<file path="config.mk">
export PLATFORM = sky130hd
export DESIGN_NAME = hpa_port
export DESIGN_NICKNAME = d
export VERILOG_FILES = /design/src/core/hpa_fifo.v /design/src/core/hpa_port.v
export VERILOG_INCLUDE_DIRS = /design/src /design/src/common
export SDC_FILE = /design/constraint.sdc
export NUM_CORES = 2
export LEC_CHECK = 0
export ABC_AREA = 1
export BUFFER_PORTS_ARGS = -buffer_cell sky130_fd_sc_hd__buf_2
export CAP_MARGIN = 0
export CORE_UTILIZATION = 35
export CTS_CLUSTER_SIZE = 16
export DETAILED_ROUTE_END_ITERATION = 10
export GPL_ROUTABILITY_DRIVEN = 0
export PLACE_DENSITY_LB_ADDON = 0.1
export SYNTH_ARGS = -nofsm -noshare
export SYNTH_HDL_FRONTEND = slang
export SYNTH_HIERARCHICAL = 1
export SYNTH_SLANG_ARGS = --single-unit
</file>
<file path="constraint.sdc">
create_clock -name i_clock -period 35.6 [get_ports i_clock]
set_clock_uncertainty 0.05 [all_clocks]
set_input_delay 3.56 -clock i_clock [delete_from_list [all_inputs] [get_ports i_clock]]
set_output_delay 3.56 -clock i_clock [all_outputs]
set_load 0.05 [all_outputs]
</file>
<file path="src/common/hpa_map.vh">
// hpa_map.vh: register offsets, access-type codes, field positions and reset values
// for the host parallel access port; included by the port core and the bench by bare name
`ifndef HPA_MAP_VH
`define HPA_MAP_VH

`define HPA_OFS_CONTROL        32'h01880000
`define HPA_OFS_WRITE_ADDRESS  32'h01880004
`define HPA_OFS_READ_ADDRESS   32'h01880008
`define HPA_OFS_TRANSFER_CTL   32'h018a0000

`define HPA_TYPE_CONTROL       2'h0
`define HPA_TYPE_DATA_INC      2'h1
`define HPA_TYPE_ADDRESS       2'h2
`define HPA_TYPE_DATA_FIXED    2'h3

`define HPA_CTRL_HALF_ORDER    0
`define HPA_CTRL_WRITE_PEND    3
`define HPA_CTRL_WMASK         32'hfffffff7

`define HPA_RST_CONTROL        32'h00000000
`define HPA_RST_ADDRESS        32'h00000000
`define HPA_RST_TRANSFER_CTL   32'h00000000

`define HPA_ADDR_STEP          32'h00000004
`define HPA_FIFO_DEPTH         16
`define HPA_SYNC_WIDTH         40

`endif

</file>
<file path="src/core/hpa_fifo.v">
// hpa_fifo.v: synchronous first-in first-out buffer with valid/ready on both sides
// assumes one clock and an already synchronised active-low reset
`default_nettype none

module hpa_fifo #(
  parameter WIDTH  = 64,
  parameter DEPTH  = 16,
  parameter ADDR_W = 4
) (
  input  wire             i_clock,
  input  wire             i_rst_n,
  input  wire             i_in_valid,
  output wire             o_in_ready,
  input  wire [WIDTH-1:0] i_in_data,
  output wire             o_out_valid,
  input  wire             i_out_ready,
  output wire [WIDTH-1:0] o_out_data
);
  reg [WIDTH-1:0]  mem [0:DEPTH-1];
  reg [ADDR_W-1:0] wr_ptr;
  reg [ADDR_W-1:0] rd_ptr;
  reg [ADDR_W:0]   count;
  wire             push;
  wire             pop;

  assign o_in_ready  = (count != DEPTH[ADDR_W:0]);
  assign o_out_valid = (count != {(ADDR_W+1){1'b0}});
  assign o_out_data  = mem[rd_ptr];
  assign push        = i_in_valid & o_in_ready;
  assign pop         = i_out_ready & o_out_valid;

  always @(posedge i_clock)
  begin
    if (push)
    begin
      mem[wr_ptr] <= i_in_data;
    end
  end

  // pointers wrap by depth so depth need not be a power of two
  always @(posedge i_clock or negedge i_rst_n)
  begin
    if (!i_rst_n)
    begin
      wr_ptr <= {ADDR_W{1'b0}};
      rd_ptr <= {ADDR_W{1'b0}};
      count  <= {(ADDR_W+1){1'b0}};
    end
    else
    begin
      if (push)
      begin
        wr_ptr <= (wr_ptr == DEPTH[ADDR_W-1:0] - 1'b1) ? {ADDR_W{1'b0}} : wr_ptr + 1'b1;
      end
      if (pop)
      begin
        rd_ptr <= (rd_ptr == DEPTH[ADDR_W-1:0] - 1'b1) ? {ADDR_W{1'b0}} : rd_ptr + 1'b1;
      end
      if (push & ~pop)
      begin
        count <= count + 1'b1;
      end
      else if (pop & ~push)
      begin
        count <= count - 1'b1;
      end
    end
  end
endmodule

`default_nettype wire

</file>
<file path="src/core/hpa_port.v">
// hpa_port.v: host parallel access port, host pins to internal dma requests,
// plus the internal processor's view of the port registers
// assumes host pins are asynchronous; dma and processor ports share i_clock
`include "hpa_map.vh"
`default_nettype none

// Overview of operation
// - strobe is not(xor of data strobes) or select
// - host starts every transfer, port only answers
// - memory accesses go through dma requests
// - any address reachable, peripherals and memories alike
// - host address write loads both copies
// - processor sees two independent address copies
// - data register only reachable from host
// - control register read/write by host and processor
// - word or first half-word data read fetches; wait held until loaded
// - data write waits while write buffer full
// - drive bus after strobe falls, release after rise
// - address strobe optional, tied high allowed
module hpa_port #(
  parameter FIFO_DEPTH = `HPA_FIFO_DEPTH,
  parameter FIFO_AW    = 4
) (
  input  wire        i_clock,
  input  wire        i_nrst,
  input  wire        i_half_word_bus_mode,
  input  wire        i_port_chip_select_n,
  input  wire        i_data_strobe_one,
  input  wire        i_data_strobe_two,
  input  wire        i_address_strobe_n,
  input  wire [1:0]  i_access_type_select,
  input  wire        i_read_not_write,
  input  wire        i_half_word_select,
  input  wire [31:0] i_port_data_bus,
  output reg  [31:0] o_port_data_bus,
  output reg         o_port_data_oe,
  output reg         o_port_wait_n,
  input  wire        i_cpu_req,
  input  wire        i_cpu_write,
  input  wire [31:0] i_cpu_addr,
  input  wire [31:0] i_cpu_wdata,
  output reg         o_cpu_ack,
  output reg  [31:0] o_cpu_rdata,
  output reg         o_dma_req,
  output reg         o_dma_write,
  output reg  [31:0] o_dma_addr,
  output reg  [31:0] o_dma_wdata,
  input  wire        i_dma_ack,
  input  wire [31:0] i_dma_rdata
);
  localparam [2:0] ST_IDLE  = 3'h1;
  localparam [2:0] ST_FETCH = 3'h2;
  localparam [2:0] ST_DONE  = 3'h4;

  reg  [1:0]                 rst_sync;
  wire                       rst_n;
  reg  [`HPA_SYNC_WIDTH-1:0] pin_meta;
  reg  [`HPA_SYNC_WIDTH-1:0] pin_sync;
  reg                        mode_meta;
  reg                        mode_sync;
  wire                       strobe_n;
  reg                        strobe_q;
  reg                        addr_strobe_q;
  wire                       strobe_fall;
  wire                       strobe_rise;
  wire                       addr_strobe_fall;
  reg                        sel_held;
  reg  [3:0]                 sel_latch;
  reg  [3:0]                 sel;
  wire [3:0]                 sel_now;
  wire [3:0]                 sel_take;
  wire                       take_data;
  reg  [2:0]                 state;
  reg  [31:0]                control;
  reg  [31:0]                write_address;
  reg  [31:0]                read_address;
  reg  [31:0]                transfer_ctl;
  reg  [31:0]                read_word;
  reg  [31:0]                write_word;
  reg                        fetch_req;
  wire                       is_data;
  wire                       hw_mode;
  wire                       first_half;
  wire                       upper_half;
  wire [31:0]                host_in;
  wire [31:0]                merged_write;
  wire [31:0]                merged_addr;
  wire [31:0]                merged_ctrl;
  wire                       word_done;
  wire                       push;
  wire                       fifo_in_ready;
  wire                       fifo_out_valid;
  wire [63:0]                fifo_out_data;
  wire                       drain;
  reg  [31:0]                read_src;

  // reset release through two flops, assertion stays asynchronous
  always @(posedge i_clock or negedge i_nrst)
  begin
    if (!i_nrst)
    begin
      rst_sync <= 2'h0;
    end
    else
    begin
      rst_sync <= {rst_sync[0], 1'b1};
    end
  end
  assign rst_n = rst_sync[1];

  // all host pins pass two flops; data shares the strobe's latency so they stay aligned
  always @(posedge i_clock or negedge rst_n)
  begin
    if (!rst_n)
    begin
      pin_meta  <= {`HPA_SYNC_WIDTH{1'b1}};
      pin_sync  <= {`HPA_SYNC_WIDTH{1'b1}};
      mode_meta <= 1'b0;
      mode_sync <= 1'b0;
    end
    else
    begin
      mode_meta <= i_half_word_bus_mode;
      mode_sync <= mode_meta;
      pin_meta <= {i_port_chip_select_n, i_data_strobe_one, i_data_strobe_two,
                   i_address_strobe_n, i_access_type_select, i_read_not_write,
                   i_half_word_select, i_port_data_bus};
      pin_sync <= pin_meta;
    end
  end

  assign strobe_n         = ~(pin_sync[38] ^ pin_sync[37]) | pin_sync[39];
  assign host_in          = pin_sync[31:0];
  assign sel_now          = pin_sync[35:32];
  assign strobe_fall      = strobe_q & ~strobe_n;
  assign strobe_rise      = ~strobe_q & strobe_n;
  assign addr_strobe_fall = addr_strobe_q & ~pin_sync[36];

  // sel = {type[1:0], read_not_write, half_word_select}
  assign hw_mode    = mode_sync;
  assign is_data    = sel[3] ^ sel[2] ? (sel[3:2] == `HPA_TYPE_DATA_INC) : (sel[3:2] == `HPA_TYPE_DATA_FIXED);
  // decode what the fall is about to latch; sel itself only updates at that edge
  assign sel_take   = sel_held ? sel_latch : sel_now;
  assign take_data  = (sel_take[3:2] == `HPA_TYPE_DATA_INC)
                      | (sel_take[3:2] == `HPA_TYPE_DATA_FIXED);
  assign first_half = ~hw_mode | ~sel_take[0];
  assign upper_half = hw_mode & ~(sel[0] ^ control[`HPA_CTRL_HALF_ORDER]);
  assign word_done  = ~hw_mode | sel[0];
  assign merged_write = ~hw_mode ? host_in : upper_half ?
                        {host_in[15:0], write_word[15:0]} : {write_word[31:16], host_in[15:0]};
  assign merged_addr  = ~hw_mode ? host_in : upper_half ?
                        {host_in[15:0], write_address[15:0]} : {write_address[31:16], host_in[15:0]};
  assign merged_ctrl  = ~hw_mode ? host_in : upper_half ?
                        {host_in[15:0], control[15:0]} : {control[31:16], host_in[15:0]};
  // a full buffer holds the push back; the host is kept waiting meanwhile
  assign push  = (state == ST_DONE) & strobe_rise & is_data & ~sel[1] & word_done
                 & fifo_in_ready;
  // writes drain ahead of any fetch so a read never overtakes buffered writes
  assign drain = ~o_dma_req & fifo_out_valid;

  always @*
  begin
    case (sel[3:2])
      `HPA_TYPE_CONTROL: read_src = control;
      `HPA_TYPE_ADDRESS: read_src = read_address;
      default:           read_src = read_word;
    endcase
  end

  // selects come from the address strobe when it pulsed, else from the access strobe
  always @(posedge i_clock or negedge rst_n)
  begin
    if (!rst_n)
    begin
      strobe_q      <= 1'b1;
      addr_strobe_q <= 1'b1;
      sel_held      <= 1'b0;
      sel_latch     <= 4'h0;
      sel           <= 4'h0;
    end
    else
    begin
      strobe_q      <= strobe_n;
      addr_strobe_q <= pin_sync[36];
      if (addr_strobe_fall)
      begin
        sel_held  <= 1'b1;
        sel_latch <= sel_now;
      end
      else if (strobe_rise)
      begin
        sel_held <= 1'b0;
      end
      if (strobe_fall)
      begin
        sel <= sel_take;
      end
    end
  end

  // access sequencer: idle, fetch from memory, then answered until the strobe rises
  always @(posedge i_clock or negedge rst_n)
  begin
    if (!rst_n)
    begin
      state          <= ST_IDLE;
      fetch_req      <= 1'b0;
      o_port_wait_n  <= 1'b0;
      o_port_data_oe <= 1'b0;
      o_port_data_bus <= 32'h00000000;
    end
    else
    begin
      case (state)
        ST_IDLE:
        begin
          o_port_wait_n <= 1'b0;
          if (strobe_fall)
          begin
            state <= ST_DONE;
            if (take_data & sel_take[1] & first_half)
            begin
              state         <= ST_FETCH;
              fetch_req     <= 1'b1;
              o_port_wait_n <= 1'b1;
            end
            else if (take_data & ~sel_take[1] & ~fifo_in_ready)
            begin
              o_port_wait_n <= 1'b1;
            end
          end
        end
        ST_FETCH:
        begin
          if (o_dma_req & ~o_dma_write & i_dma_ack)
          begin
            fetch_req <= 1'b0;
            state     <= ST_DONE;
          end
        end
        ST_DONE:
        begin
          o_port_wait_n <= is_data & ~sel[1] & ~fifo_in_ready;
          if (sel[1])
          begin
            o_port_data_oe  <= ~strobe_n;
            o_port_data_bus <= ~hw_mode ? read_src :
                               {16'h0000, upper_half ? read_src[31:16] : read_src[15:0]};
          end
          if (strobe_rise)
          begin
            state          <= ST_IDLE;
            o_port_data_oe <= 1'b0;
            o_port_wait_n  <= 1'b0;
          end
        end
        default:
        begin
          state <= ST_IDLE;
        end
      endcase
    end
  end

  // dma side: one request at a time, held until acknowledged
  always @(posedge i_clock or negedge rst_n)
  begin
    if (!rst_n)
    begin
      o_dma_req   <= 1'b0;
      o_dma_write <= 1'b0;
      o_dma_addr  <= 32'h00000000;
      o_dma_wdata <= 32'h00000000;
      read_word   <= 32'h00000000;
    end
    else
    begin
      if (o_dma_req & i_dma_ack)
      begin
        o_dma_req <= 1'b0;
        if (~o_dma_write)
        begin
          read_word <= i_dma_rdata;
        end
      end
      else if (drain)
      begin
        o_dma_req   <= 1'b1;
        o_dma_write <= 1'b1;
        o_dma_addr  <= fifo_out_data[63:32];
        o_dma_wdata <= fifo_out_data[31:0];
      end
      else if (~o_dma_req & fetch_req & (state == ST_FETCH))
      begin
        o_dma_req   <= 1'b1;
        o_dma_write <= 1'b0;
        o_dma_addr  <= read_address;
      end
    end
  end

  // registers; a host write in the same cycle as a processor write wins
  always @(posedge i_clock or negedge rst_n)
  begin
    if (!rst_n)
    begin
      control       <= `HPA_RST_CONTROL;
      write_address <= `HPA_RST_ADDRESS;
      read_address  <= `HPA_RST_ADDRESS;
      transfer_ctl  <= `HPA_RST_TRANSFER_CTL;
      write_word    <= 32'h00000000;
      o_cpu_ack     <= 1'b0;
      o_cpu_rdata   <= 32'h00000000;
    end
    else
    begin
      o_cpu_ack <= i_cpu_req;
      if (i_cpu_req & i_cpu_write)
      begin
        case (i_cpu_addr)
          `HPA_OFS_CONTROL:       control       <= i_cpu_wdata & `HPA_CTRL_WMASK;
          `HPA_OFS_WRITE_ADDRESS: write_address <= i_cpu_wdata;
          `HPA_OFS_READ_ADDRESS:  read_address  <= i_cpu_wdata;
          `HPA_OFS_TRANSFER_CTL:  transfer_ctl  <= i_cpu_wdata;
          default:                transfer_ctl  <= transfer_ctl;
        endcase
      end
      if (i_cpu_req & ~i_cpu_write)
      begin
        case (i_cpu_addr)
          `HPA_OFS_CONTROL:       o_cpu_rdata <= control;
          `HPA_OFS_WRITE_ADDRESS: o_cpu_rdata <= write_address;
          `HPA_OFS_READ_ADDRESS:  o_cpu_rdata <= read_address;
          `HPA_OFS_TRANSFER_CTL:  o_cpu_rdata <= transfer_ctl;
          default:                o_cpu_rdata <= 32'h00000000;
        endcase
      end
      control[`HPA_CTRL_WRITE_PEND] <= fifo_out_valid | o_dma_req & o_dma_write;
      if ((state == ST_DONE) & strobe_rise & ~sel[1])
      begin
        case (sel[3:2])
          `HPA_TYPE_CONTROL:
          begin
            control <= merged_ctrl & `HPA_CTRL_WMASK;
          end
          `HPA_TYPE_ADDRESS:
          begin
            write_address <= merged_addr;
            read_address  <= merged_addr;
          end
          default:
          begin
            write_word <= merged_write;
            if (push & (sel[3:2] == `HPA_TYPE_DATA_INC))
            begin
              write_address <= write_address + `HPA_ADDR_STEP;
            end
          end
        endcase
      end
      // autoincrement after the fetched word is taken
      if ((state == ST_FETCH) & o_dma_req & ~o_dma_write & i_dma_ack
          & (sel[3:2] == `HPA_TYPE_DATA_INC))
      begin
        read_address <= read_address + `HPA_ADDR_STEP;
      end
    end
  end

  hpa_fifo #(
    .WIDTH  (64),
    .DEPTH  (FIFO_DEPTH),
    .ADDR_W (FIFO_AW)
  ) u_write_buffer (
    .i_clock     (i_clock),
    .i_rst_n     (rst_n),
    .i_in_valid  (push),
    .o_in_ready  (fifo_in_ready),
    .i_in_data   ({write_address, merged_write}),
    .o_out_valid (fifo_out_valid),
    .i_out_ready (drain),
    .o_out_data  (fifo_out_data)
  );
endmodule

`default_nettype wire

</file>
=== Yosys cells after proc, flatten, opt, wreduce, memory -nomap -nowiden ===
Memories as Yosys holds them, arrays and structs flattened.
Cells that the tools add are included.

* Memories kept: 1
* Logic and storage cells: 195
* Latch bits: 0
* Memory bits (read-only): 0
* Input port bits: 142
* Bits in writable memories: 1,024
* Output and inout port bits: 133
* Flip-flop bits (word level): 437

* Equality and inequality tests: 21
* Bitwise gates (word level): 59
* Reduce and logical (&&, ||, !) cells: 19
* Shift-type cells: 0
* Multiply operators: 0
* Divide/modulo/power cells: 0
* Magnitude comparators: 0
* Add/subtract/negate cells: 6
* Muxes and demuxes: 57

{| class="wikitable"
|+ Memory list
! name !! words !! width !! rd ports !! clocked after Yosys merged registers in !! wr ports !! line !! text
|-
| u_write_buffer.mem || 16 || 64 || 1 || 0 || 1 || hpa_fifo.v:19 || <nowiki>reg [WIDTH-1:0] mem [0:DEPTH-1];</nowiki>
|}

{| class="wikitable"
|+ Operators with widths
! operator !! count
|-
| 2-to-1 mux 32 bit || 22
|-
| equality test 32 x 25 -> 1 bit (second input constant) || 4
|-
| one-hot mux 32 bit (2 select lines) || 2
|-
| one-hot mux 32 bit (4 select lines) || 1
|-
| adder 32 x 3 -> 32 bit (second input constant) || 2
|-
| bitwise AND 1 bit || 34
|-
| 2-to-1 mux 1 bit || 19
|-
| NOT 1 bit || 17
|-
| 2-to-1 mux 16 bit || 1
|-
| AND reduction 2 bit || 7
|-
| 2-to-1 mux 3 bit || 4
|-
| 2-to-1 mux 4 bit || 3
|-
| nonzero test 2 bit || 6
|-
| 2-to-1 mux 5 bit || 2
|-
| one-hot mux 3 bit (3 select lines) || 1
|-
| adder 4 x 1 -> 4 bit (second input constant) || 2
|-
| equality test 4 bit (second input constant) || 2
|-
| != test 2 bit (second input constant) || 4
|-
| != test 4 bit (second input constant) || 2
|-
| equality test 2 bit (second input constant) || 3
|-
| adder 5 x 1 -> 5 bit (second input constant) || 1
|-
| != test 5 bit (second input constant) || 1
|-
| bitwise OR 1 bit || 5
|-
| nonzero test 5 bit || 1
|-
| 12 further kinds || 16
|}

=== Longest topological paths before layout ===
* Depth in word-level cells: 14
* Gate-level depth with buffers: 20
* Mapped depth without buffers: 19

=== Hierarchy ===
Netlist, hierarchy kept.

{| class="wikitable"
|+ By module, submodules not included
! module !! cells an instance !! instances !! area an instance (µm²) !! sequential area each (µm²)
|-
| hpa_fifo || 4,493 || 1 || 45,208.4 || 31,074.8
|-
| hpa_port || 2,734 || 1 || 21,072.7 || 10,714.0
|}

=== Worst setup path before layout ===
Ideal clock, no wire load.

* Path kind: register -> register
* Start: reg pin_sync[38]
* End: mem u_write_buffer.mem[0][0] (enable)
* Buffers on the path: 1
* Library setup time: 486 ps
* Stages on the path, launching flop included: 12
* Data arrival time: 4,365 ps
* Data required time: 35,064 ps
* Path slack: 30,699 ps
* Period minus slack after synthesis: 4,901 ps
* Cell sequence: dfstp_2 > nand2_1 > nand3_2 > nand3_1 > nor2_2 > clkbuf_1 > nand2_1 > inv_1 > nand2_1 > inv_1 > nand2_1 > nor2_1

* Longest elaborated chain between the ends: 12

{| class="wikitable"
|+ RTL lines
! element !! line !! text
|-
| start, declared || hpa_port.v:58 || <nowiki>reg [`HPA_SYNC_WIDTH-1:0] pin_sync;</nowiki>
|-
| start signal, assigned || hpa_port.v:117 || <nowiki>pin_sync <= {`HPA_SYNC_WIDTH{1'b1}};</nowiki>
|-
| start signal, assigned || hpa_port.v:128 || <nowiki>pin_sync <= pin_meta;</nowiki>
|-
| XOR 1 bit || hpa_port.v:132 || <nowiki>assign strobe_n = ~(pin_sync[38] ^ pin_sync[37]) | pin_sync[39];</nowiki>
|-
| NOT 1 bit || hpa_port.v:132 ||
|-
| bitwise OR 1 bit || hpa_port.v:132 ||
|-
| named net strobe_n || hpa_port.v:61 || <nowiki>wire strobe_n;</nowiki>
|-
| bitwise AND 1 bit || hpa_port.v:136 || <nowiki>assign strobe_rise = ~strobe_q & strobe_n;</nowiki>
|-
| bitwise AND 1 bit (4 in a row) || hpa_port.v:156 || <nowiki>assign push = (state == ST_DONE) & strobe_rise & is_data & ~sel[1] & word_done</nowiki>
|-
| bitwise AND 1 bit || hpa_port.v:157 || <nowiki>& fifo_in_ready;</nowiki>
|-
| named net push || hpa_port.v:90 || <nowiki>wire push;</nowiki>
|-
| bitwise AND 1 bit || hpa_fifo.v:29 || <nowiki>assign push = i_in_valid & o_in_ready;</nowiki>
|-
| named net u_write_buffer.push || hpa_fifo.v:23 || <nowiki>wire push;</nowiki>
|-
| 2-to-1 mux 1 bit || hpa_fifo.v:34 || <nowiki>if (push)</nowiki>
|-
| 2-to-1 mux 1 bit (implied by the code) || hpa_fifo.v:36 || <nowiki>mem[wr_ptr] <= i_in_data;</nowiki>
|-
| end, declared || hpa_fifo.v:19 ||
|}

The timed path passes the listed nets, and every way through them passes these cells.

=== Final worst setup path ===
* Start: in i_dma_ack
* End: reg read_address[12]

* Longest elaborated chain between the ends: 3

{| class="wikitable"
|+ RTL lines
! element !! line !! text
|-
| start, declared || hpa_port.v:48 || <nowiki>input wire i_dma_ack,</nowiki>
|-
| bitwise AND 1 bit (2 in a row) || hpa_port.v:362 || <nowiki>if ((state == ST_FETCH) & o_dma_req & ~o_dma_write & i_dma_ack</nowiki>
|-
| 2-to-1 mux 32 bit || hpa_port.v:362 ||
|-
| end signal, assigned || hpa_port.v:323 || <nowiki>`HPA_OFS_READ_ADDRESS: read_address <= i_cpu_wdata;</nowiki>
|-
| end signal, assigned || hpa_port.v:349 || <nowiki>read_address <= merged_addr;</nowiki>
|-
| end signal, assigned || hpa_port.v:365 || <nowiki>read_address <= read_address + `HPA_ADDR_STEP;</nowiki>
|-
| end, declared || hpa_port.v:76 || <nowiki>reg [31:0] read_address;</nowiki>
|}

No other way between the ends.
A chain may end at the register's enable or synchronous reset.

==> impl_metrics.prom <==
# TYPE chip_impl_metric gauge
chip_impl_metric{name="met1_usage",unit=""} 0.325
chip_impl_metric{name="tritoncts.num_buffers",unit=""} 169
chip_impl_metric{name="place.detailed.instances",unit=""} 9748
chip_impl_metric{name="layout_min_cycle_time",unit="ns"} 5.88
chip_impl_metric{name="period_share",unit=""} 0.165
chip_impl_metric{name="detailedRoute.firstPassIterationCount",unit=""} 9
chip_impl_metric{name="power.static_leakage",unit="nW"} 34.7
chip_impl_metric{name="synth_seq_cells",unit=""} 1461
chip_impl_metric{name="top_level_ports",unit=""} 275
chip_impl_info{name="cp-startpoint",value="i_dma_ack"} 1
chip_impl_info{name="r2r_start",value="sel[2]$_DFFE_PN0P_"} 1
chip_impl_metric{name="worst_r2r_path_depth",unit=""} 14
chip_impl_metric{name="globalRouteMet2Util",unit=""} 0.372
chip_impl_metric{name="fraction_of_final_layout_cells_with_drive_strength_greater_than_1",unit=""} 0.101
chip_impl_metric{name="synthesis.area",unit="sq um"} 66300
chip_impl_metric{name="number_of_enable_type_register_cells_in_the_synthesized_netlist",unit=""} 1024
chip_impl_metric{name="clkSlewWorstSetupHoldPaths",unit="ns"} 0.06
chip_impl_metric{name="finalNonFillerCells",unit=""} 10100
chip_impl_metric{name="synth_largest_type_area_fraction",unit=""} 0.464
chip_impl_info{name="timing.critical_path.cells",value="buf_2 -> nand3_1 -> inv_1 -> nand3_1 -> buf_4 -> inv_1 -> o21ai_0 -> a21oi_1 -> a21oi_1"} 1
chip_impl_metric{name="holdBufCountCts",unit=""} 0
chip_impl_metric{name="final-hold-violation-count",unit=""} 0
chip_impl_info{name="timing.critical_path.to",value="read_address[12]$_DFF_PN0_"} 1
chip_impl_metric{name="cts-resized-gates",unit=""} 0
chip_impl_info{name="hp-class",value="reg2async"} 1
chip_impl_metric{name="synthCells",unit=""} 7227
chip_impl_metric{name="remaining_drc_errors",unit=""} 27
chip_impl_metric{name="synthesis.yosys.warnings",unit=""} 6
chip_impl_metric{name="worst_ep_arrival",unit="ns"} 6.52
chip_impl_info{name="kind_of_critical_path",value="in2reg"} 1
chip_impl_metric{name="synth.net_count",unit=""} 7381
chip_impl_metric{name="drt_iter0_markers",unit=""} 4255
chip_impl_metric{name="die_h",unit="microns"} 437
chip_impl_metric{name="post-cts-setup-buffers",unit=""} 0
chip_impl_info{name="ys_dominant_reg_cell",value="sky130_fd_sc_hd__edfxtp_1"} 1
chip_impl_info{name="rsz_0062_raised_after_global_routing",value="no"} 1
chip_impl_metric{name="max_clock_freq",unit="MHz"} 170
chip_impl_metric{name="worst-r2r-setup-slack",unit="ns"} 29.93
chip_impl_metric{name="grt_resource_usage_total",unit=""} 0.234
chip_impl_info{name="cts-root-buf",value="sky130_fd_sc_hd__clkbuf_16"} 1
chip_impl_metric{name="critical-path-max-stage-delay",unit="ns"} 0.82
chip_impl_metric{name="numClockSinks",unit=""} 1461
chip_impl_metric{name="crit_buf_inv",unit=""} 4
chip_impl_metric{name="area_growth",unit="%"} 13.9
chip_impl_metric{name="final_nets",unit=""} 7578
chip_impl_metric{name="max_slew_margin",unit=""} 0.123
chip_impl_metric{name="num_rows",unit=""} 159
chip_impl_metric{name="htreeDepth",unit=""} 4
chip_impl_metric{name="first_global_vias",unit=""} 47000
chip_impl_metric{name="initial_core_util",unit=""} 0.353
chip_impl_metric{name="fill_cells",unit=""} 18800
chip_impl_metric{name="synthesis.area_per_instance",unit="sq um"} 9.17
chip_impl_info{name="failed_checks",value="DRC"} 1
chip_impl_metric{name="grt_start_max_net_pins",unit=""} 185
chip_impl_metric{name="max_slew_violation_count",unit=""} 0
chip_impl_metric{name="worst_ir_drop_vdd",unit="mV"} 0.0549
chip_impl_info{name="cp-start-kind",value="input pin"} 1
chip_impl_info{name="grt.busiest_layer",value="met2"} 1
chip_impl_info{name="outcome",value="finished with violations"} 1
chip_impl_info{name="yosysTopAreaCell",value="sky130_fd_sc_hd__edfxtp_1"} 1
chip_impl_metric{name="detailedPlacementHpwl",unit="microns"} 137000
chip_impl_metric{name="grt_antenna_before_repair",unit=""} 15
chip_impl_metric{name="power.density",unit="nW/um^2"} 80.0
chip_impl_metric{name="final_antenna_net_count",unit=""} 0
chip_impl_metric{name="dieArea",unit="sq um"} 191000
chip_impl_metric{name="synthDistinctLibCells",unit=""} 48
chip_impl_metric{name="use_met3",unit=""} 0.0349
chip_impl_metric{name="grt_pass1_wl",unit="microns"} 330000
chip_impl_metric{name="io_buffers",unit=""} 274
chip_impl_metric{name="setup_total_negative_slack",unit="ns"} 0
chip_impl_info{name="cts_tree",value="built"} 1
chip_impl_info{name="cp_slowest_cell",value="sky130_fd_sc_hd__inv_1"} 1
chip_impl_metric{name="async_flop_share",unit=""} 0.299
chip_impl_metric{name="crit_path_max_fanout",unit=""} 41
chip_impl_info{name="critical_path.top_delay_family",value="buffers and inverters"} 1
chip_impl_metric{name="detailroute.via_count",unit=""} 49300
chip_impl_info{name="crit-reg2reg-capture",value="u_write_buffer/mem[6][62]$_DFFE_PP_"} 1
chip_impl_metric{name="dieWidth",unit="microns"} 437
chip_impl_metric{name="standard_cell_core_area",unit="sq um"} 188000
chip_impl_metric{name="seq_area_frac_synth",unit=""} 0.630
chip_impl_metric{name="tightestPinTransition",unit="ns"} 1.31
chip_impl_info{name="ys_top_cells_by_area",value="sky130_fd_sc_hd__edfxtp_1, sky130_fd_sc_hd__nand2_1, sky130_fd_sc_hd__dfrtp_1"} 1
chip_impl_metric{name="insertion_delay_to_the_later_sink_of_the_worst_skew_pair",unit="ns"} 0.83
chip_impl_info{name="critPathCaptureType",value="flop"} 1
chip_impl_metric{name="cp_data_required_time",unit="ns"} 36.24
chip_impl_info{name="leading_cell_types_in_the_layout_fill_and_taps_excluded",value="sky130_fd_sc_hd__nand2_1, sky130_fd_sc_hd__inv_1, sky130_fd_sc_hd__edfxtp_1, sky130_fd_sc_hd__nand3_1, sky130_fd_sc_hd__dfrtp_1"} 1
chip_impl_metric{name="setup_viol",unit=""} 0
chip_impl_metric{name="totalWireLength",unit="microns"} 226000
chip_impl_metric{name="clock_path_buffers",unit=""} 3
chip_impl_metric{name="viasPerCell",unit=""} 4.89
chip_impl_metric{name="path_depth",unit=""} 9
chip_impl_metric{name="grt_remaining_overflow",unit=""} 0
chip_impl_info{name="layout.cells.most_common",value="sky130_fd_sc_hd__nand2_1"} 1
chip_impl_metric{name="max_cap_viol_count",unit=""} 0
chip_impl_metric{name="wire_per_inst",unit="microns"} 22.4
[kinds of logic after synthesis]
logic type      after synthesis  share of synthesized area
compound gates              527                     0.0429
xor+xnor                     23                    0.00304
fa+ha+maj                    12                    0.00238
buf+inv                    1634                     0.0977
flops                      1461                      0.630
other cells                   1                  0.0000566
simple gates               3569                      0.223
[report_power, final]
part | switching (W) | internal, W
clock network | 0.000725 | 0.000978
registers | 0.000254 | 0.00213
logic | 0.00147 | 0.000490
[sequential cells by signal, indices dropped and copies added, names as in the netlist, 2 cells and up]
signal,count
u_write_buffer/count,5
sel_latch,4
write_word,32
transfer_ctl,32
u_write_buffer/wr_ptr,4
read_word,32
rst_sync,2
write_address,32
pin_meta,40
pin_sync,40
o_dma_addr,32
sel,4
o_dma_wdata,32
o_cpu_rdata,32
state,3
u_write_buffer/mem,1024
read_address,32
u_write_buffer/rd_ptr,4
control,32
o_port_data_bus,32
[cell type report]
type / instances / area (sq um) / area share
Clock buffer: 254 / 4800 / 0.0636
Multi-Input combinational cell: 4132 / 18200 / 0.241
Antenna cell: 7 / 17.5 / 0.000232
Sequential cell: 1461 / 41800 / 0.554
Clock inverter: 62 / 574 / 0.00761
Timing Repair Buffer: 374 / 2150 / 0.0284
Inverter: 1286 / 4850 / 0.0642
Tap cell: 2495 / 3120 / 0.0413
[through the flow]
step | area (sq um) | total power [W] | hold WS [ns] | setup slack [ns] | util
6_report | 75500 | 0.00604 | 0.298 | 29.72 | 0.402
5_1_grt | 75500 | 0.00638 | 0.293 | 29.54 | 0.402
2_1_floorplan | 66300 | 0.00361 | 0.281 | 22.61 | -
3_5_place_dp | 70100 | 0.00438 | 0.288 | 28.98 | 0.373
4_1_cts | 75500 | 0.00610 | 0.295 | 29.76 | 0.402
3_3_place_gp | 70100 | 0.00437 | 0.289 | 29.04 | 0.373
[worst min-delay path by stage]
stage / start / to / cells past startpoint
floorplan: mode_meta$_DFF_PN0_ / hw_mode$_DFF_PN0_ / 0
global placement: rst_sync[0]$_DFF_PN0_ / rst_sync[1]$_DFF_PN0_ / 0
detailed placement: mode_meta$_DFF_PN0_ / hw_mode$_DFF_PN0_ / 0
CTS: mode_meta$_DFF_PN0_ / hw_mode$_DFF_PN0_ / 0
global route: mode_meta$_DFF_PN0_ / hw_mode$_DFF_PN0_ / 0
finish: rst_sync[1]$_DFF_PN0_ / read_word[0]$_DFFE_PN0P_ / 0
[cells in the mapped netlist, types with 13 or more instances]
| master | number |
|---|---|
| sky130_fd_sc_hd__o21ai_1 | 38 |
| sky130_fd_sc_hd__buf_2 | 194 |
| sky130_fd_sc_hd__a21oi_1 | 75 |
| sky130_fd_sc_hd__a211oi_1 | 14 |
| sky130_fd_sc_hd__edfxtp_1 | 1024 |
| sky130_fd_sc_hd__nand2_1 | 2450 |
| sky130_fd_sc_hd__nor2_1 | 119 |
| sky130_fd_sc_hd__clkbuf_1 | 117 |
| sky130_fd_sc_hd__dfrtp_1 | 354 |
| sky130_fd_sc_hd__o22ai_1 | 52 |
| sky130_fd_sc_hd__dfstp_2 | 83 |
| sky130_fd_sc_hd__nor3_1 | 13 |
| sky130_fd_sc_hd__buf_4 | 14 |
| sky130_fd_sc_hd__nand3_1 | 931 |
| sky130_fd_sc_hd__buf_1 | 17 |
| sky130_fd_sc_hd__o21ai_0 | 317 |
| sky130_fd_sc_hd__inv_1 | 1274 |
| sky130_fd_sc_hd__o221ai_1 | 16 |
| sky130_fd_sc_hd__nand4_1 | 21 |
| sky130_fd_sc_hd__xor2_1 | 21 |
[per-layer routing]
metal	vias to the layer above	wire length, microns
met5	-	60
met4	10	7280
met3	312	11600
met2	1451	104000
met1	24100	103000
li1	23400	-
(Power assumes the default switching activity.)
